<file path="config.mk">
export PLATFORM = sky130hd
export DESIGN_NAME = vmei_top
export DESIGN_NICKNAME = d
export VERILOG_FILES = /design/src/design/vmei_pkg.sv /design/src/design/vmei_top.sv /design/src/design/vmei_axil.sv
export VERILOG_INCLUDE_DIRS = /design/src /design/src/design
export SDC_FILE = /design/constraint.sdc
export NUM_CORES = 1
export LEC_CHECK = 0
export ABC_AREA = 1
export BUFFER_PORTS_ARGS = -buffer_cell sky130_fd_sc_hd__buf_2
export CAP_MARGIN = 30
export CORE_MARGIN = 5
export CORE_UTILIZATION = 35
export CTS_BUF_LIST = sky130_fd_sc_hd__clkbuf_4 sky130_fd_sc_hd__clkbuf_8
export CTS_CLUSTER_SIZE = 20
export DETAILED_ROUTE_END_ITERATION = 8
export SKIP_CTS_REPAIR_TIMING = 1
export SYNTH_ARGS = -nofsm -noshare
export SYNTH_HDL_FRONTEND = slang
export SYNTH_HIERARCHICAL = 1
export SYNTH_SLANG_ARGS = --single-unit
</file>
<file path="constraint.sdc">
create_clock -name aclk -period 2.6 [get_ports aclk]
set_clock_uncertainty 0.2 [all_clocks]
set_input_delay 0.39 -clock aclk [delete_from_list [all_inputs] [get_ports aclk]]
set_output_delay 0.39 -clock aclk [all_outputs]
set_load 0.05 [all_outputs]
</file>
<file path="src/design/vmei_consts.svh">
// Register offsets, field positions and reset values of the VMEbus interrupter
`ifndef VMEI_CONSTS_SVH
`define VMEI_CONSTS_SVH
`define VMEI_OFS_ENABLE  8'h00
`define VMEI_OFS_STATUS  8'h04
`define VMEI_OFS_MAP0    8'h08
`define VMEI_OFS_MAP1    8'h0c
`define VMEI_OFS_VECTOR  8'h10
`define VMEI_OFS_CTRL    8'h14
`define VMEI_OFS_EVT     8'h18
`define VMEI_OFS_EVTMSK  8'h1c
`define VMEI_NSRC        16
`define VMEI_SRC_DMA     8
`define VMEI_SRC_VME_BUS_ERR_SRC    9
`define VMEI_SRC_PCI_ABORT_SRC    10
`define VMEI_SRC_MBOX    11
`define VMEI_SRC_MSOFT   15
`define VMEI_FSOFT_LSB   24
`define VMEI_STAT_VALID  32'hfe00_ffff
`define VMEI_SOFT_BITS   32'hfe00_8000
`define VMEI_EVT_ACKDONE 0
`define VMEI_EVT_SERVED  1
`define VMEI_CTRL_SYSCON 0
`define VMEI_RST_WORD    32'h0000_0000
`define VMEI_RST_VECTOR  7'h00
`define VMEI_RST_EVT     2'h0
`define VMEI_RESP_OKAY   2'h0
`define VMEI_RESP_SLVERR 2'h2
`endif

</file>
<file path="src/design/vmei_pkg.sv">
// Types shared by the VMEbus interrupter files
package vmei_pkg;
  typedef enum logic [1:0] {ST_IDLE, ST_ANSWER, ST_PASS} vmei_state_t;
  typedef enum logic [1:0] {SEL_FIXED, SEL_MSOFT, SEL_OTHER} vmei_sel_t;
  // Acknowledge cycle as seen on the VMEbus side
  typedef struct packed {
    logic       strobe;
    logic [2:0] level;
    logic       daisy_in_n;
  } vmei_iack_t;
  // Hardware interrupt sources
  typedef struct packed {
    logic [7:0] local_irq_src;
    logic       dma;
    logic       vme_bus_err_src;
    logic       pci_abort_src;
    logic [3:0] mailbox_src;
  } vmei_src_t;
endpackage

</file>
<file path="src/design/vmei_top.sv">
// VMEbus interrupter: source latching, level mapping and acknowledge answer
//
// Notes on behaviour
// - Any combination of request lines 1 to 7 may be driven together.
// - Each source has its own enable bit gating its request line.
// - Each mappable source has a level field; level 0 drives nothing.
// - A firing source sets its status bit and, if enabled, its line.
// - Answer only with daisy-chain input asserted, returning the stored vector.
// - As system controller the daisy-chain input is ignored.
// - Seven fixed soft bits each drive their own level, no mapping.
// - Vector is one 8-bit value common to all levels.
// - Upper seven bits programmed; lsb 0 for soft, 1 otherwise.
// - Soft source wins over others sharing the acknowledged level.
// - After a soft vector, raise an ack-done event, routable to local line.
// - Soft request and its status clear together when acknowledge completes.
// - Other sources stay asserted until status is written with one.
// - Local inputs are level sensitive and raise requests at once.
// - Clearing status while a local input is high keeps the request.
`timescale 1ns/1ps
`default_nettype none
`include "vmei_consts.svh"
module vmei_top (
  // Clock and reset
  input  wire logic                aclk,
  input  wire logic                aresetn,
  // AXI4-Lite register bus
  input  wire logic                awvalid,
  output logic                     awready,
  input  wire logic [7:0]          awaddr,
  input  wire logic                wvalid,
  output logic                     wready,
  input  wire logic [31:0]         wdata,
  input  wire logic [3:0]          wstrb,
  output logic                     bvalid,
  input  wire logic                bready,
  output logic [1:0]               bresp,
  input  wire logic                arvalid,
  output logic                     arready,
  input  wire logic [7:0]          araddr,
  output logic                     rvalid,
  input  wire logic                rready,
  output logic [31:0]              rdata,
  output logic [1:0]               rresp,
  // Interrupt sources
  input  wire vmei_pkg::vmei_src_t src,
  // Acknowledge cycle
  input  wire vmei_pkg::vmei_iack_t iack,
  output logic [7:0]               vec_data_o,
  output logic                     vec_data_oe,
  output logic                     vec_dtack,
  output logic                     iack_out_n,
  // Request lines and local interrupt
  output logic [7:1]               vme_irq_out,
  output logic                     local_irq_line
);
  logic        wr_en;
  logic [7:0]  wr_addr;
  logic [31:0] wr_data;
  logic [3:0]  wr_strb;
  logic        wr_err;
  logic        rd_en;
  logic [7:0]  rd_addr;
  logic [31:0] rd_data;
  logic        rd_err;
  logic [31:0] wmask;
  logic [31:0] vme_irq_enable_reg_q;
  logic [31:0] enable_d;
  logic [31:0] vme_irq_status_reg_q;
  logic [31:0] status_d;
  logic [31:0] soft_trig;
  logic [31:0] set_v;
  logic [31:0] clr_v;
  logic [31:0] clr_ack;
  logic [63:0] vme_irq_level_map_q;
  logic [6:0]  vector_base_reg_q;
  logic        syscon_q;
  logic [1:0]  evt_q;
  logic [1:0]  evt_d;
  logic [1:0]  evt_mask_q;
  logic [7:0]  drv_q;
  logic [7:0]  drv_d;
  logic [15:0] act_d;
  logic [15:0] act_q;
  logic [2:0]  lvl [`VMEI_NSRC];
  logic        go;
  logic        hit;
  logic        fsoft_here;
  logic        msoft_here;
  logic        done;
  logic [2:0]  lvl_q;
  vmei_pkg::vmei_state_t st_q;
  vmei_pkg::vmei_sel_t   sel_q;

  vmei_axil u_bus (
    .aclk    (aclk),
    .aresetn (aresetn),
    .awvalid (awvalid),
    .awready (awready),
    .awaddr  (awaddr),
    .wvalid  (wvalid),
    .wready  (wready),
    .wdata   (wdata),
    .wstrb   (wstrb),
    .bvalid  (bvalid),
    .bready  (bready),
    .bresp   (bresp),
    .arvalid (arvalid),
    .arready (arready),
    .araddr  (araddr),
    .rvalid  (rvalid),
    .rready  (rready),
    .rdata   (rdata),
    .rresp   (rresp),
    .wr_en   (wr_en),
    .wr_addr (wr_addr),
    .wr_data (wr_data),
    .wr_strb (wr_strb),
    .wr_err  (wr_err),
    .rd_en   (rd_en),
    .rd_addr (rd_addr),
    .rd_data (rd_data),
    .rd_err  (rd_err)
  );

  // Byte-lane mask of the current write
  assign wmask = {{8{wr_strb[3]}}, {8{wr_strb[2]}}, {8{wr_strb[1]}}, {8{wr_strb[0]}}};
  assign wr_err = !(wr_addr[7:5] == 3'h0 && wr_addr[1:0] == 2'h0);
  assign rd_err = !(rd_addr[7:5] == 3'h0 && rd_addr[1:0] == 2'h0);

  // Enable register; a one over a zero soft bit is a trigger
  always_comb
  begin
    enable_d  = vme_irq_enable_reg_q;
    soft_trig = 32'h0000_0000;
    if (wr_en && wr_addr == `VMEI_OFS_ENABLE)
    begin
      enable_d  = (vme_irq_enable_reg_q & ~wmask) | (wr_data & wmask);
      soft_trig = wr_data & wmask & ~vme_irq_enable_reg_q & `VMEI_SOFT_BITS;
    end
  end

  always_ff @(posedge aclk)
    if (!aresetn)
      vme_irq_enable_reg_q <= `VMEI_RST_WORD;
    else
      vme_irq_enable_reg_q <= enable_d & `VMEI_STAT_VALID;

  // Source set vector; local inputs set every cycle they are high
  assign set_v = soft_trig | {16'h0000, 1'b0, src.mailbox_src, src.pci_abort_src,
                 src.vme_bus_err_src, src.dma, src.local_irq_src};
  assign clr_v = (wr_en && wr_addr == `VMEI_OFS_STATUS) ? (wr_data & wmask) : 32'h0;

  // Status: set wins over clear, so a still-high local input survives a clear
  assign status_d = ((vme_irq_status_reg_q & ~clr_v & ~clr_ack) | set_v)
                    & `VMEI_STAT_VALID;

  always_ff @(posedge aclk)
    if (!aresetn)
      vme_irq_status_reg_q <= `VMEI_RST_WORD;
    else
      vme_irq_status_reg_q <= status_d;

  // Mapping, vector and control registers
  always_ff @(posedge aclk)
    if (!aresetn)
    begin
      vme_irq_level_map_q <= {`VMEI_RST_WORD, `VMEI_RST_WORD};
      vector_base_reg_q   <= `VMEI_RST_VECTOR;
      syscon_q            <= 1'b0;
      evt_mask_q          <= `VMEI_RST_EVT;
    end
    else if (wr_en)
    begin
      if (wr_addr == `VMEI_OFS_MAP0)
        vme_irq_level_map_q[31:0] <= (vme_irq_level_map_q[31:0] & ~wmask) | (wr_data & wmask);
      if (wr_addr == `VMEI_OFS_MAP1)
        vme_irq_level_map_q[63:32] <= (vme_irq_level_map_q[63:32] & ~wmask) | (wr_data & wmask);
      if (wr_addr == `VMEI_OFS_VECTOR && wr_strb[0])
        vector_base_reg_q <= wr_data[7:1];
      if (wr_addr == `VMEI_OFS_CTRL && wr_strb[0])
        syscon_q <= wr_data[`VMEI_CTRL_SYSCON];
      if (wr_addr == `VMEI_OFS_EVTMSK && wr_strb[0])
        evt_mask_q <= wr_data[1:0];
    end

  // Per-source level and activity
  for (genvar s = 0; s < `VMEI_NSRC; s++)
  begin : g_src
    assign lvl[s] = vme_irq_level_map_q[4*s +: 3];
    assign act_d[s] = status_d[s] && enable_d[s] && lvl[s] != 3'h0;
    assign act_q[s] = vme_irq_status_reg_q[s] && vme_irq_enable_reg_q[s] && lvl[s] != 3'h0;
  end

  // Per-level drive; several sources may share a level
  assign drv_d[0] = 1'b0;
  for (genvar l = 1; l < 8; l++)
  begin : g_lvl
    always_comb
    begin
      drv_d[l] = status_d[`VMEI_FSOFT_LSB + l] && enable_d[`VMEI_FSOFT_LSB + l];
      for (int s = 0; s < `VMEI_NSRC; s++)
        if (act_d[s] && lvl[s] == 3'(l))
          drv_d[l] = 1'b1;
    end

  end

  // Lines follow next status so a soft release and its clear coincide
  always_ff @(posedge aclk)
    if (!aresetn)
      drv_q <= 8'h00;
    else
      drv_q <= drv_d;

  assign vme_irq_out = drv_q[7:1];

  // Acknowledge decode
  assign go  = iack.strobe && (!iack.daisy_in_n || syscon_q);
  assign hit = drv_q[iack.level];
  assign fsoft_here = vme_irq_status_reg_q[`VMEI_FSOFT_LSB + {2'b00, iack.level}]
                      && vme_irq_enable_reg_q[`VMEI_FSOFT_LSB + {2'b00, iack.level}]
                      && iack.level != 3'h0;
  assign msoft_here = act_q[`VMEI_SRC_MSOFT] && lvl[`VMEI_SRC_MSOFT] == iack.level;
  assign done = st_q == vmei_pkg::ST_ANSWER && !iack.strobe;

  // Soft sources are released by the acknowledge itself
  always_comb
  begin
    clr_ack = 32'h0000_0000;
    if (done && sel_q == vmei_pkg::SEL_FIXED)
      clr_ack[`VMEI_FSOFT_LSB + {2'b00, lvl_q}] = 1'b1;
    if (done && sel_q == vmei_pkg::SEL_MSOFT)
      clr_ack[`VMEI_SRC_MSOFT] = 1'b1;
  end

  // Acknowledge state machine; the vector stands until the strobe drops
  always_ff @(posedge aclk)
    if (!aresetn)
    begin
      st_q        <= vmei_pkg::ST_IDLE;
      sel_q       <= vmei_pkg::SEL_OTHER;
      lvl_q       <= 3'h0;
      vec_data_o  <= 8'h00;
      vec_data_oe <= 1'b0;
      vec_dtack   <= 1'b0;
      iack_out_n  <= 1'b1;
    end
    else
      case (st_q)
        vmei_pkg::ST_IDLE:
          if (go && hit)
          begin
            st_q        <= vmei_pkg::ST_ANSWER;
            lvl_q       <= iack.level;
            vec_data_oe <= 1'b1;
            vec_dtack   <= 1'b1;
            if (fsoft_here)
            begin
              sel_q      <= vmei_pkg::SEL_FIXED;
              vec_data_o <= {vector_base_reg_q, 1'b0};
            end
            else if (msoft_here)
            begin
              sel_q      <= vmei_pkg::SEL_MSOFT;
              vec_data_o <= {vector_base_reg_q, 1'b0};
            end
            else
            begin
              sel_q      <= vmei_pkg::SEL_OTHER;
              vec_data_o <= {vector_base_reg_q, 1'b1};
            end
          end
          else if (go)
          begin
            st_q       <= vmei_pkg::ST_PASS;
            iack_out_n <= 1'b0;
          end
        vmei_pkg::ST_ANSWER:
          if (!iack.strobe)
          begin
            st_q        <= vmei_pkg::ST_IDLE;
            vec_data_oe <= 1'b0;
            vec_dtack   <= 1'b0;
          end
        vmei_pkg::ST_PASS:
          if (!iack.strobe)
          begin
            st_q       <= vmei_pkg::ST_IDLE;
            iack_out_n <= 1'b1;
          end
        default:
          st_q <= vmei_pkg::ST_IDLE;
      endcase

  // Events: sticky, cleared by reading, a new event beats the read
  always_comb
  begin
    evt_d = evt_q;
    if (rd_en && rd_addr == `VMEI_OFS_EVT)
      evt_d = 2'h0;
    if (done && sel_q != vmei_pkg::SEL_OTHER)
      evt_d[`VMEI_EVT_ACKDONE] = 1'b1;
    if (done)
      evt_d[`VMEI_EVT_SERVED] = 1'b1;
  end

  always_ff @(posedge aclk)
    if (!aresetn)
    begin
      evt_q          <= `VMEI_RST_EVT;
      local_irq_line <= 1'b0;
    end
    else
    begin
      evt_q          <= evt_d;
      local_irq_line <= |(evt_d & evt_mask_q);
    end

  // Read mux; unmapped offsets answer zero with an error response
  always_comb
  begin
    rd_data = 32'h0000_0000;
    case (rd_addr)
      `VMEI_OFS_ENABLE: rd_data = vme_irq_enable_reg_q;
      `VMEI_OFS_STATUS: rd_data = vme_irq_status_reg_q;
      `VMEI_OFS_MAP0:   rd_data = vme_irq_level_map_q[31:0];
      `VMEI_OFS_MAP1:   rd_data = vme_irq_level_map_q[63:32];
      `VMEI_OFS_VECTOR: rd_data = {24'h000000, vector_base_reg_q, 1'b0};
      `VMEI_OFS_CTRL:   rd_data = {31'h00000000, syscon_q};
      `VMEI_OFS_EVT:    rd_data = {30'h00000000, evt_q};
      `VMEI_OFS_EVTMSK: rd_data = {30'h00000000, evt_mask_q};
      default:          rd_data = 32'h0000_0000;
    endcase
  end
endmodule
`default_nettype wire

</file>
<file path="src/design/vmei_axil.sv">
// AXI4-Lite slave front end producing single-cycle register strobes
`timescale 1ns/1ps
`default_nettype none
`include "vmei_consts.svh"
module vmei_axil (
  // Clock and reset
  input  wire logic        aclk,
  input  wire logic        aresetn,
  // AXI4-Lite
  input  wire logic        awvalid,
  output logic             awready,
  input  wire logic [7:0]  awaddr,
  input  wire logic        wvalid,
  output logic             wready,
  input  wire logic [31:0] wdata,
  input  wire logic [3:0]  wstrb,
  output logic             bvalid,
  input  wire logic        bready,
  output logic [1:0]       bresp,
  input  wire logic        arvalid,
  output logic             arready,
  input  wire logic [7:0]  araddr,
  output logic             rvalid,
  input  wire logic        rready,
  output logic [31:0]      rdata,
  output logic [1:0]       rresp,
  // Register side
  output logic             wr_en,
  output logic [7:0]       wr_addr,
  output logic [31:0]      wr_data,
  output logic [3:0]       wr_strb,
  input  wire logic        wr_err,
  output logic             rd_en,
  output logic [7:0]       rd_addr,
  input  wire logic [31:0] rd_data,
  input  wire logic        rd_err
);
  logic aw_full_q;
  logic w_full_q;
  logic ar_full_q;

  // A write fires once both halves are held and no answer is pending
  assign wr_en = aw_full_q && w_full_q && !bvalid;
  assign rd_en = ar_full_q && !rvalid;

  // Write address holding
  always_ff @(posedge aclk)
    if (!aresetn)
    begin
      awready   <= 1'b1;
      aw_full_q <= 1'b0;
      wr_addr   <= 8'h00;
    end
    else if (awvalid && awready)
    begin
      wr_addr   <= awaddr;
      awready   <= 1'b0;
      aw_full_q <= 1'b1;
    end
    else if (wr_en)
    begin
      awready   <= 1'b1;
      aw_full_q <= 1'b0;
    end

  // Write data holding, independent of address order
  always_ff @(posedge aclk)
    if (!aresetn)
    begin
      wready   <= 1'b1;
      w_full_q <= 1'b0;
      wr_data  <= 32'h0000_0000;
      wr_strb  <= 4'h0;
    end
    else if (wvalid && wready)
    begin
      wr_data  <= wdata;
      wr_strb  <= wstrb;
      wready   <= 1'b0;
      w_full_q <= 1'b1;
    end
    else if (wr_en)
    begin
      wready   <= 1'b1;
      w_full_q <= 1'b0;
    end

  // Write response
  always_ff @(posedge aclk)
    if (!aresetn)
    begin
      bvalid <= 1'b0;
      bresp  <= `VMEI_RESP_OKAY;
    end
    else if (wr_en)
    begin
      bvalid <= 1'b1;
      bresp  <= wr_err ? `VMEI_RESP_SLVERR : `VMEI_RESP_OKAY;
    end
    else if (bready)
      bvalid <= 1'b0;

  // Read address; arready returns only after the data is taken
  always_ff @(posedge aclk)
    if (!aresetn)
    begin
      arready   <= 1'b1;
      ar_full_q <= 1'b0;
      rd_addr   <= 8'h00;
    end
    else if (arvalid && arready)
    begin
      rd_addr   <= araddr;
      arready   <= 1'b0;
      ar_full_q <= 1'b1;
    end
    else
    begin
      if (rd_en)
        ar_full_q <= 1'b0;
      if (rvalid && rready)
        arready <= 1'b1;
    end

  // Read data, sampled on the strobe cycle
  always_ff @(posedge aclk)
    if (!aresetn)
    begin
      rvalid <= 1'b0;
      rdata  <= 32'h0000_0000;
      rresp  <= `VMEI_RESP_OKAY;
    end
    else if (rd_en)
    begin
      rvalid <= 1'b1;
      rdata  <= rd_data;
      rresp  <= rd_err ? `VMEI_RESP_SLVERR : `VMEI_RESP_OKAY;
    end
    else if (rready)
      rvalid <= 1'b0;
endmodule
`default_nettype wire

</file>
---- Yosys cells after proc, flatten, opt, wreduce, memory -nomap -nowiden ----
Index checks and enable logic that the tools add are counted.
storage, ports and cells
  logic and storage cells ................. 581
  output and inout port bits .............. 60
  register bits after elaboration ......... 262
cells by class
  reduce and logical (&&, ||, !) cells .... 227
  $lt $le $gt $ge ......................... 4
  bitwise gates (word level) .............. 17
  multiplexer cells ....................... 160
  add/sub/neg operators ................... 2
  eq/ne operators ......................... 137
operator list
  kind                                                             number
  32-bit one-hot mux with 8 select lines                           1
  32-bit bitwise AND                                               7
  3-bit == test, second input constant                             64
  1-bit logical AND                                                178
  1-bit two-way mux                                                140
  32-bit two-way mux                                               4
  32-bit NOT                                                       4
  32-bit bitwise OR                                                4
  3-bit by 2-bit == test with 1-bit output, second input constant  32
  8-bit by 5-bit == test with 1-bit output, second input constant  7
  3-bit nonzero test                                               17
  3-bit by 1-bit == test with 1-bit output, second input constant  16
  8-bit by 4-bit == test with 1-bit output, second input constant  4
  32-bit by 15-bit bitwise OR with 32-bit output                   1
  8-bit by 3-bit == test with 1-bit output, second input constant  2
  8-bit logical NOT                                                2
  2-bit two-way mux                                                8
  2-bit nonzero test                                               8
  2-bit != test, second input constant                             7
  2-bit AND reduction                                              7
  5-bit by 3-bit adder with 6-bit output, first input constant     2
  6-bit less-than comparator, second input constant                2
  1-bit binary-select mux with 5-bit select                        2
  2-bit logical NOT                                                4
  17 further kinds                                                 24

---- Longest topological paths before layout ----
Gate-level depths: netlist of run 1.
  depth after elaboration ................. 29
  gate-level depth with buffers ........... 17
  gate-level depth less buffers ........... 16

---- Cells and area by module ----
Netlist of run 1, hierarchy kept.
by module, submodules not included
  module     area each (µm²)  times used  cells each  sequential area each (µm²)
  vmei_top   8,439.3          1           1,305       2,942.8
  vmei_axil  3,315.7          1           419         1,881.8

---- Least setup slack after synthesis of run 1 ----
OpenSTA, ideal clock, no wires.
  path kind ............................... flip-flop to flip-flop
  start ................................... register u_bus.bvalid
  end ..................................... register drv_q[7]
  setup slack ............................. 180 ps
  cell stages (with the launch flop) ...... 17
  data arrival time ....................... 2,092 ps
  cells stage by stage .................... dfxtp_1 > inv_1 > nand3_1 > inv_1 > buf_4 > nand2_2 > inv_2 > nand3_2 > buf_6 > o21ai_0 > o21ai_2 > nand4_1 > o21ai_0 > nor2_1 > nand2_1 > nor2_1 > nor2_1
between the ends
  longest elaborated chain between the ends .. 27
  elaborated cells on any way between the ends .. 77
  those cells by class .................... mux: 19; bitwise: 5; reduce/logical: 53
RTL lines
  item                                RTL line          text
  start: declaration                  vmei_axil.sv:17   output logic bvalid,
  start signal: assignment            vmei_axil.sv:92   bvalid <= 1'b0;
  start signal: assignment            vmei_axil.sv:97   bvalid <= 1'b1;
  start signal: assignment            vmei_axil.sv:101  bvalid <= 1'b0;
  1-bit logical NOT *                 vmei_axil.sv:43   assign wr_en = aw_full_q && w_full_q && !bvalid;
  1-bit logical AND *                 vmei_axil.sv:43
  net wr_en                           vmei_top.sv:56    logic wr_en;
  1-bit logical AND (no source line)  n/a
  32-bit two-way mux                  vmei_top.sv:151   assign clr_v = (wr_en && wr_addr == `VMEI_OFS_STATUS) ? (wr_data & wmask) : 32'h0;
  32-bit NOT                          vmei_top.sv:154   assign status_d = ((vme_irq_status_reg_q & ~clr_v & ~clr_ack) | set_v)
  32-bit bitwise AND (2 in series)    vmei_top.sv:154
  32-bit bitwise OR                   vmei_top.sv:154
  1-bit logical AND (2 in series)     vmei_top.sv:190   assign act_d[s] = status_d[s] && enable_d[s] && lvl[s] != 3'h0;
  1-bit logical AND                   vmei_top.sv:202   if (act_d[s] && lvl[s] == 3'(l))
  1-bit two-way mux (15 in series)    vmei_top.sv:202
  1-bit two-way mux *                 vmei_top.sv:202
  end signal: assignment              vmei_top.sv:213   drv_q <= drv_d;
  end: declaration                    vmei_top.sv:80    logic [7:0] drv_q;
The timed path passes the listed nets; every way through them passes the cells marked *.
A chain may end at the register's enable or synchronous reset.

---- Final worst setup path of run 1 ----
Same ends and word-level chain as after synthesis.

==> results.ini, run 1 <==
[status]
outcome=complete, but fails checks
failed_checks=negative hold slack

[global_routing]
antenna_found_initial=1
first_global_vias=11900
gr-total-overflow=0
grt_util_all_layers_pct=22.3
grt_pass1_wl_um=67000
grt_max_degree=70

[job]
cap_viol_max_count=0

[sta]
finalSetupTns_ps=0
tightest_slew_ps=831
setup_viol_count_final=0
period_share_pct=94.3
relSlewSlack_pct=44.6
fin_crit_ps=2450
max_freq_ghz=0.408
hold_viol=1
slew_violations=0
finalHoldWorstSlack_ps=-1.23
worst_slack_ps=149

[worst_setup_path]
r2r-end=drv_q[7]
reg2reg_setup_slack_ps=150
reg2reg_from=u_bus/bvalid
startpoint_type=register
worst_r2r_path_depth=15
cp.required_ps=2900
cp-end-kind=register
arrival_ps=2750
crit_type=register to register
cp_max_fo=6

[hold_path]
holdPathEnd=iack_out_n
whs_path_depth=4
min_from=iack[4]
min_path_type=input pin to register

[detailed_routing]
ant_nets=0
drtIter0Drc=1040
route.detailed.drc=0
wl_um=44300
viasPerCell=5.15
wl_per_cell_um=18.1
drtPass1Iterations=6
vias=12600

[placement]
dp_hpwl_um=33100
routabilityCongestion=1.01
placed_cells_incl_taps=2300
portBuffers=136
dpl_worst_slack_ps=6.57

[floorplanning]
die_w_um=193
initial_core_util_pct=35.2
io_pins=139
dieArea_mm2=0.0374
fp-row-count=67
core_area_mm2=0.0334
die_h_um=193

[yosys]
synth-edff-count=0
ys.flop_type=dfxtp_1
ys_ff_latch=241
postSynthCellCount=1724
ys_async_sr_fraction_pct=0
yosysWarnings=6
syn_area_mm2=0.0118
ys_types=44
avgSynthCellArea_um2=6.82
ys_seq_area_share_pct=41.0

[finish]
drive_gt1_share_pct=16.7
antenna_cells=0
syn2layout_area_growth_pct=26.0
nets=2052
final_cell_mix=nor2_1 (331), nand2_1 (250), dfxtp_1 (241)
num-fill-cells=3601
final_cells=2443
final_common_cell=nor2_1

[power]
ir_drop_uv=319
p_per_area_mw_per_mm2=617
fin_total_pwr_uw=9140
leakagePower_uw=0.00642

[clocking]
tritoncts=built
htree_num_levels=2
clk_path_buf_depth=3
cts.sinks=241
clockRootBuffer=clkbuf_8
clk_pin_slew_ps=60
clock_latency_ps=560
cts_buffers=44

==> routing by layer <==
metal	vias to the layer above	global-route usage (%)	wire length (um)
li1	6236	-	-
met1	5758	30.9	20000
met2	489	36.4	20000
met3	87	3.55	3090
met4	0	6.08	1140
met5	-	0	0
==> synthesized netlist by cell type, drive strengths merged, types with 2 or more instances <==
| cell type | count | area [um^2] |
|---|---|---|
| inv | 192 | 723 |
| nor3 | 40 | 205 |
| nand2 | 269 | 1060 |
| a21oi | 113 | 566 |
| a221o | 3 | 30.0 |
| o2111ai | 12 | 105 |
| dfxtp | 241 | 4820 |
| a211oi | 12 | 90.1 |
| or2 | 3 | 18.8 |
| o22ai | 18 | 113 |
| clkbuf | 23 | 86.3 |
| nor2 | 340 | 1330 |
| nand3b | 4 | 30.0 |
| a221oi | 7 | 61.3 |
| buf | 48 | 328 |
| nor4 | 2 | 12.5 |
| o21ai | 218 | 1120 |
| ha | 3 | 37.5 |
| nand4 | 80 | 500 |
| nand3 | 87 | 450 |
==> where the power goes <==
group | switching, uW | internal, uW | leakage [uW]
Combinational | 989 | 478 | 0.00399
Clock | 1590 | 2060 | 0.000467
Sequential | 141 | 3880 | 0.00197
Total | 2710 | 6420 | 0.00642
==> worst max-delay path by stage <==
stage | from | endpoint | slack [ps] | depth (start not counted)
after floorplan | u_bus/bvalid | drv_q[7] | 180 | 16
after global placement | u_bus/bvalid | drv_q[3] | 60 | 14
after detailed placement | u_bus/bvalid | drv_q[5] | 7 | 17
after CTS | u_bus/bvalid | drv_q[5] | 4 | 17
after global routing | u_bus/bvalid | drv_q[3] | -30 | 14
final | u_bus/bvalid | drv_q[7] | 150 | 15
==> stage by stage <==
stage,cell area [um^2],utilization [%]
detailed placement,13100,39.4
floorplan,11800,-
finish,14800,44.4
global route,14800,44.4
global placement,13100,39.4
CTS,14000,42.0
==> final cells by class <==
type / count / area, um^2 / area share, %
inverter: 193 / 728 / 4.92
timing repair buffer: 269 / 1960 / 13.2
sequential: 241 / 4820 / 32.6
clock buffer: 68 / 855 / 5.77
tap: 448 / 561 / 3.78
clock inverter: 3 / 15.0 / 0.101
multi-input combinational: 1221 / 5870 / 39.6
==> cell families after synthesis <==
logic type,share of synthesized area [%]
adders and majority gates,0.319
buffers and inverters,9.72
AOI/OAI and AO/OA,18.1
other,0.0319
DFF,41.0
and+or+nand+nor,30.8
==> critical path: stages, from the launching register on <==
cell     delay, ps
dfxtp_1        320
inv_1           80
nand3_1        110
inv_2          100
nand2_1        130
nor2_8         220
buf_4          160
nand2_4         70
buf_4          210
o21ai_4        210
nand2_1        130
o21ai_0        210
nor2_1          70
nand2_1         70
nor2_1          40
nor2_1          70
(Power assumes the default switching activity.)
==> run 2, diff against run 1 <==
--- a/config.mk
+++ b/config.mk
@@ -14,6 +14,7 @@
 export CTS_BUF_LIST = sky130_fd_sc_hd__clkbuf_4 sky130_fd_sc_hd__clkbuf_8
 export CTS_CLUSTER_SIZE = 20
 export DETAILED_ROUTE_END_ITERATION = 8
+export MAX_ROUTING_LAYER = met4
 export SKIP_CTS_REPAIR_TIMING = 1
 export SYNTH_ARGS = -nofsm -noshare
 export SYNTH_HDL_FRONTEND = slang
==> run 2 against run 1 <==
Largest cell class unchanged. Global-route usage increased by 0.68 points. Power rose by 6.5%. Non-clock buffer count grew 1. The run now ends clean. Highest routed layer unchanged. Core utilization increased by 0.27 points. First-iteration DRC count fell by 1.7%. Clock power rose by 17%. Critical endpoint is now drv_q[6]. Via count down 0.18%. Maximum frequency decreased by 1.1%. Routed wire length is essentially flat.
==> results.ini, run 2 (synthesized netlist as in run 1, its figures left out) <==
[finish]
final_cell_mix=nor2_1 (333), nand2_1 (252), dfxtp_1 (241)
final_cells=2449
drive_gt1_share_pct=16.6
nets=2052
final_common_cell=nor2_1
syn2layout_area_growth_pct=26.8

[worst_setup_path]
path_common_cell=nor2_1
arrival_ps=2720
cp-end-kind=register
cp_slowest_cell=dfxtp_1
cp_cell_sequence=inv_1 -> nand3_1 -> inv_2 -> nand2_2 -> inv_2 -> nand3_2 -> nor2_1 -> o22ai_1 -> nand2_2 -> inv_2 -> nand2_1 -> nand2_1 -> nor2_1 -> nand2_1 -> nor2_1 -> nor2_1
cp_max_fo=8
cp.required_ps=2850
cp_slowest_stage_delay_ps=320
startpoint_type=register
crit_type=register to register

[clocking]
clk_path_buf_depth=3
clockRootBuffer=clkbuf_8
cts_buffers=44
htree_num_levels=2
tritoncts=built
clk_pin_slew_ps=60
cts.sinks=241
clock_latency_ps=560

[placement]
routabilityCongestion=1.02
portBuffers=136
dp_hpwl_um=33400
placed_cells_incl_taps=2301

[floorplanning]
initial_core_util_pct=35.2
dieArea_mm2=0.0374
fp-row-count=67
die_w_um=193
core_area_mm2=0.0334
die_h_um=193
io_pins=139

[hold_path]
min_path_type=input pin to register

[power]
leakagePower_uw=0.00648
ir_drop_uv=477
p_per_area_mw_per_mm2=653
fin_total_pwr_uw=9730

[sta]
fin_crit_ps=2480
setup_viol_count_final=0
max_freq_ghz=0.404
period_share_pct=95.3
rsz0062_at_grt=false
finalSetupTns_ps=0
hold_viol=0
tightest_slew_ps=864
slew_violations=0
relSlewSlack_pct=42.3
finalHoldWorstSlack_ps=10.0

[detailed_routing]
route.detailed.drc=0
viasPerCell=5.12
wl_um=44300
vias=12500
wl_per_cell_um=18.1
drtIter0Drc=1022
drtPass1Iterations=5
ant_nets=0

[global_routing]
gr-total-overflow=0
antenna_found_initial=1
first_global_vias=11800
grt_max_degree=75
grt_util_all_layers_pct=23.0
grt_pass1_wl_um=66900

[status]
outcome=finished clean

[job]
cap_viol_max_count=0

## run 2: cell count changes in the layout (fill, tap and decap cells not counted), moves of 3 or more
cell           delta
buf_12            -4
o21ai_1           -5
o21ai_4           -4
bufinv_16         +6
dlygate4sd3_1     +3
o21ai_0           +3
o21ai_2           +6
## run 2: report_power, final
part / switching, uW / internal (uW) / total [uW]
combinational: 986 / 466 / 1450
sequential: 143 / 3880 / 4020
clock: 1610 / 2650 / 4260
## run 2: worst max-delay path, delay by kind of cell (launching register included)
family | cells | cell delay, ps
flip-flops | 1 | 320
buffers and inverters | 4 | 310
AO/OA/AOI/OAI | 1 | 170
AND/OR/NAND/NOR | 11 | 1360
## run 2: stage by stage
stage / util [%] / worst slack, ps / instance area, um^2
floorplan: - / 180 / 11800
global placement: 39.3 / 83.2 / 13100
detailed placement: 39.3 / 27.6 / 13100
CTS: 42.5 / 33.5 / 14200
global route: 44.7 / 11.4 / 14900
finish: 44.7 / 122 / 14900
## run 2: final timing paths
check	end	cells after the start	slack, ps	from
setup / recovery	drv_q[6]	16	120	u_bus/bvalid
hold / removal	iack_out_n	2	10	aresetn
setup reg to reg	drv_q[6]	16	120	u_bus/bvalid
hold reg to reg	register	2	250	register
## run 2: layer usage
layer	vias up	GRT usage (%)	wire, um
met5	-	-	0
li1	6255	-	-
met2	446	35.5	19800
met4	0	7.32	1300
met1	5755	30.7	20400
met3	92	4.37	2820
## run 2: final cells by class
class | instances | area, um^2
Antenna cell | 1 | 2.50
Clock buffer | 66 | 840
Clock inverter | 10 | 204
Fill cell | 3513 | 18500
Inverter | 193 | 728
Multi-Input combinational cell | 1220 | 5810
Sequential cell | 241 | 4820
Tap cell | 448 | 561
Timing Repair Buffer | 270 | 1930
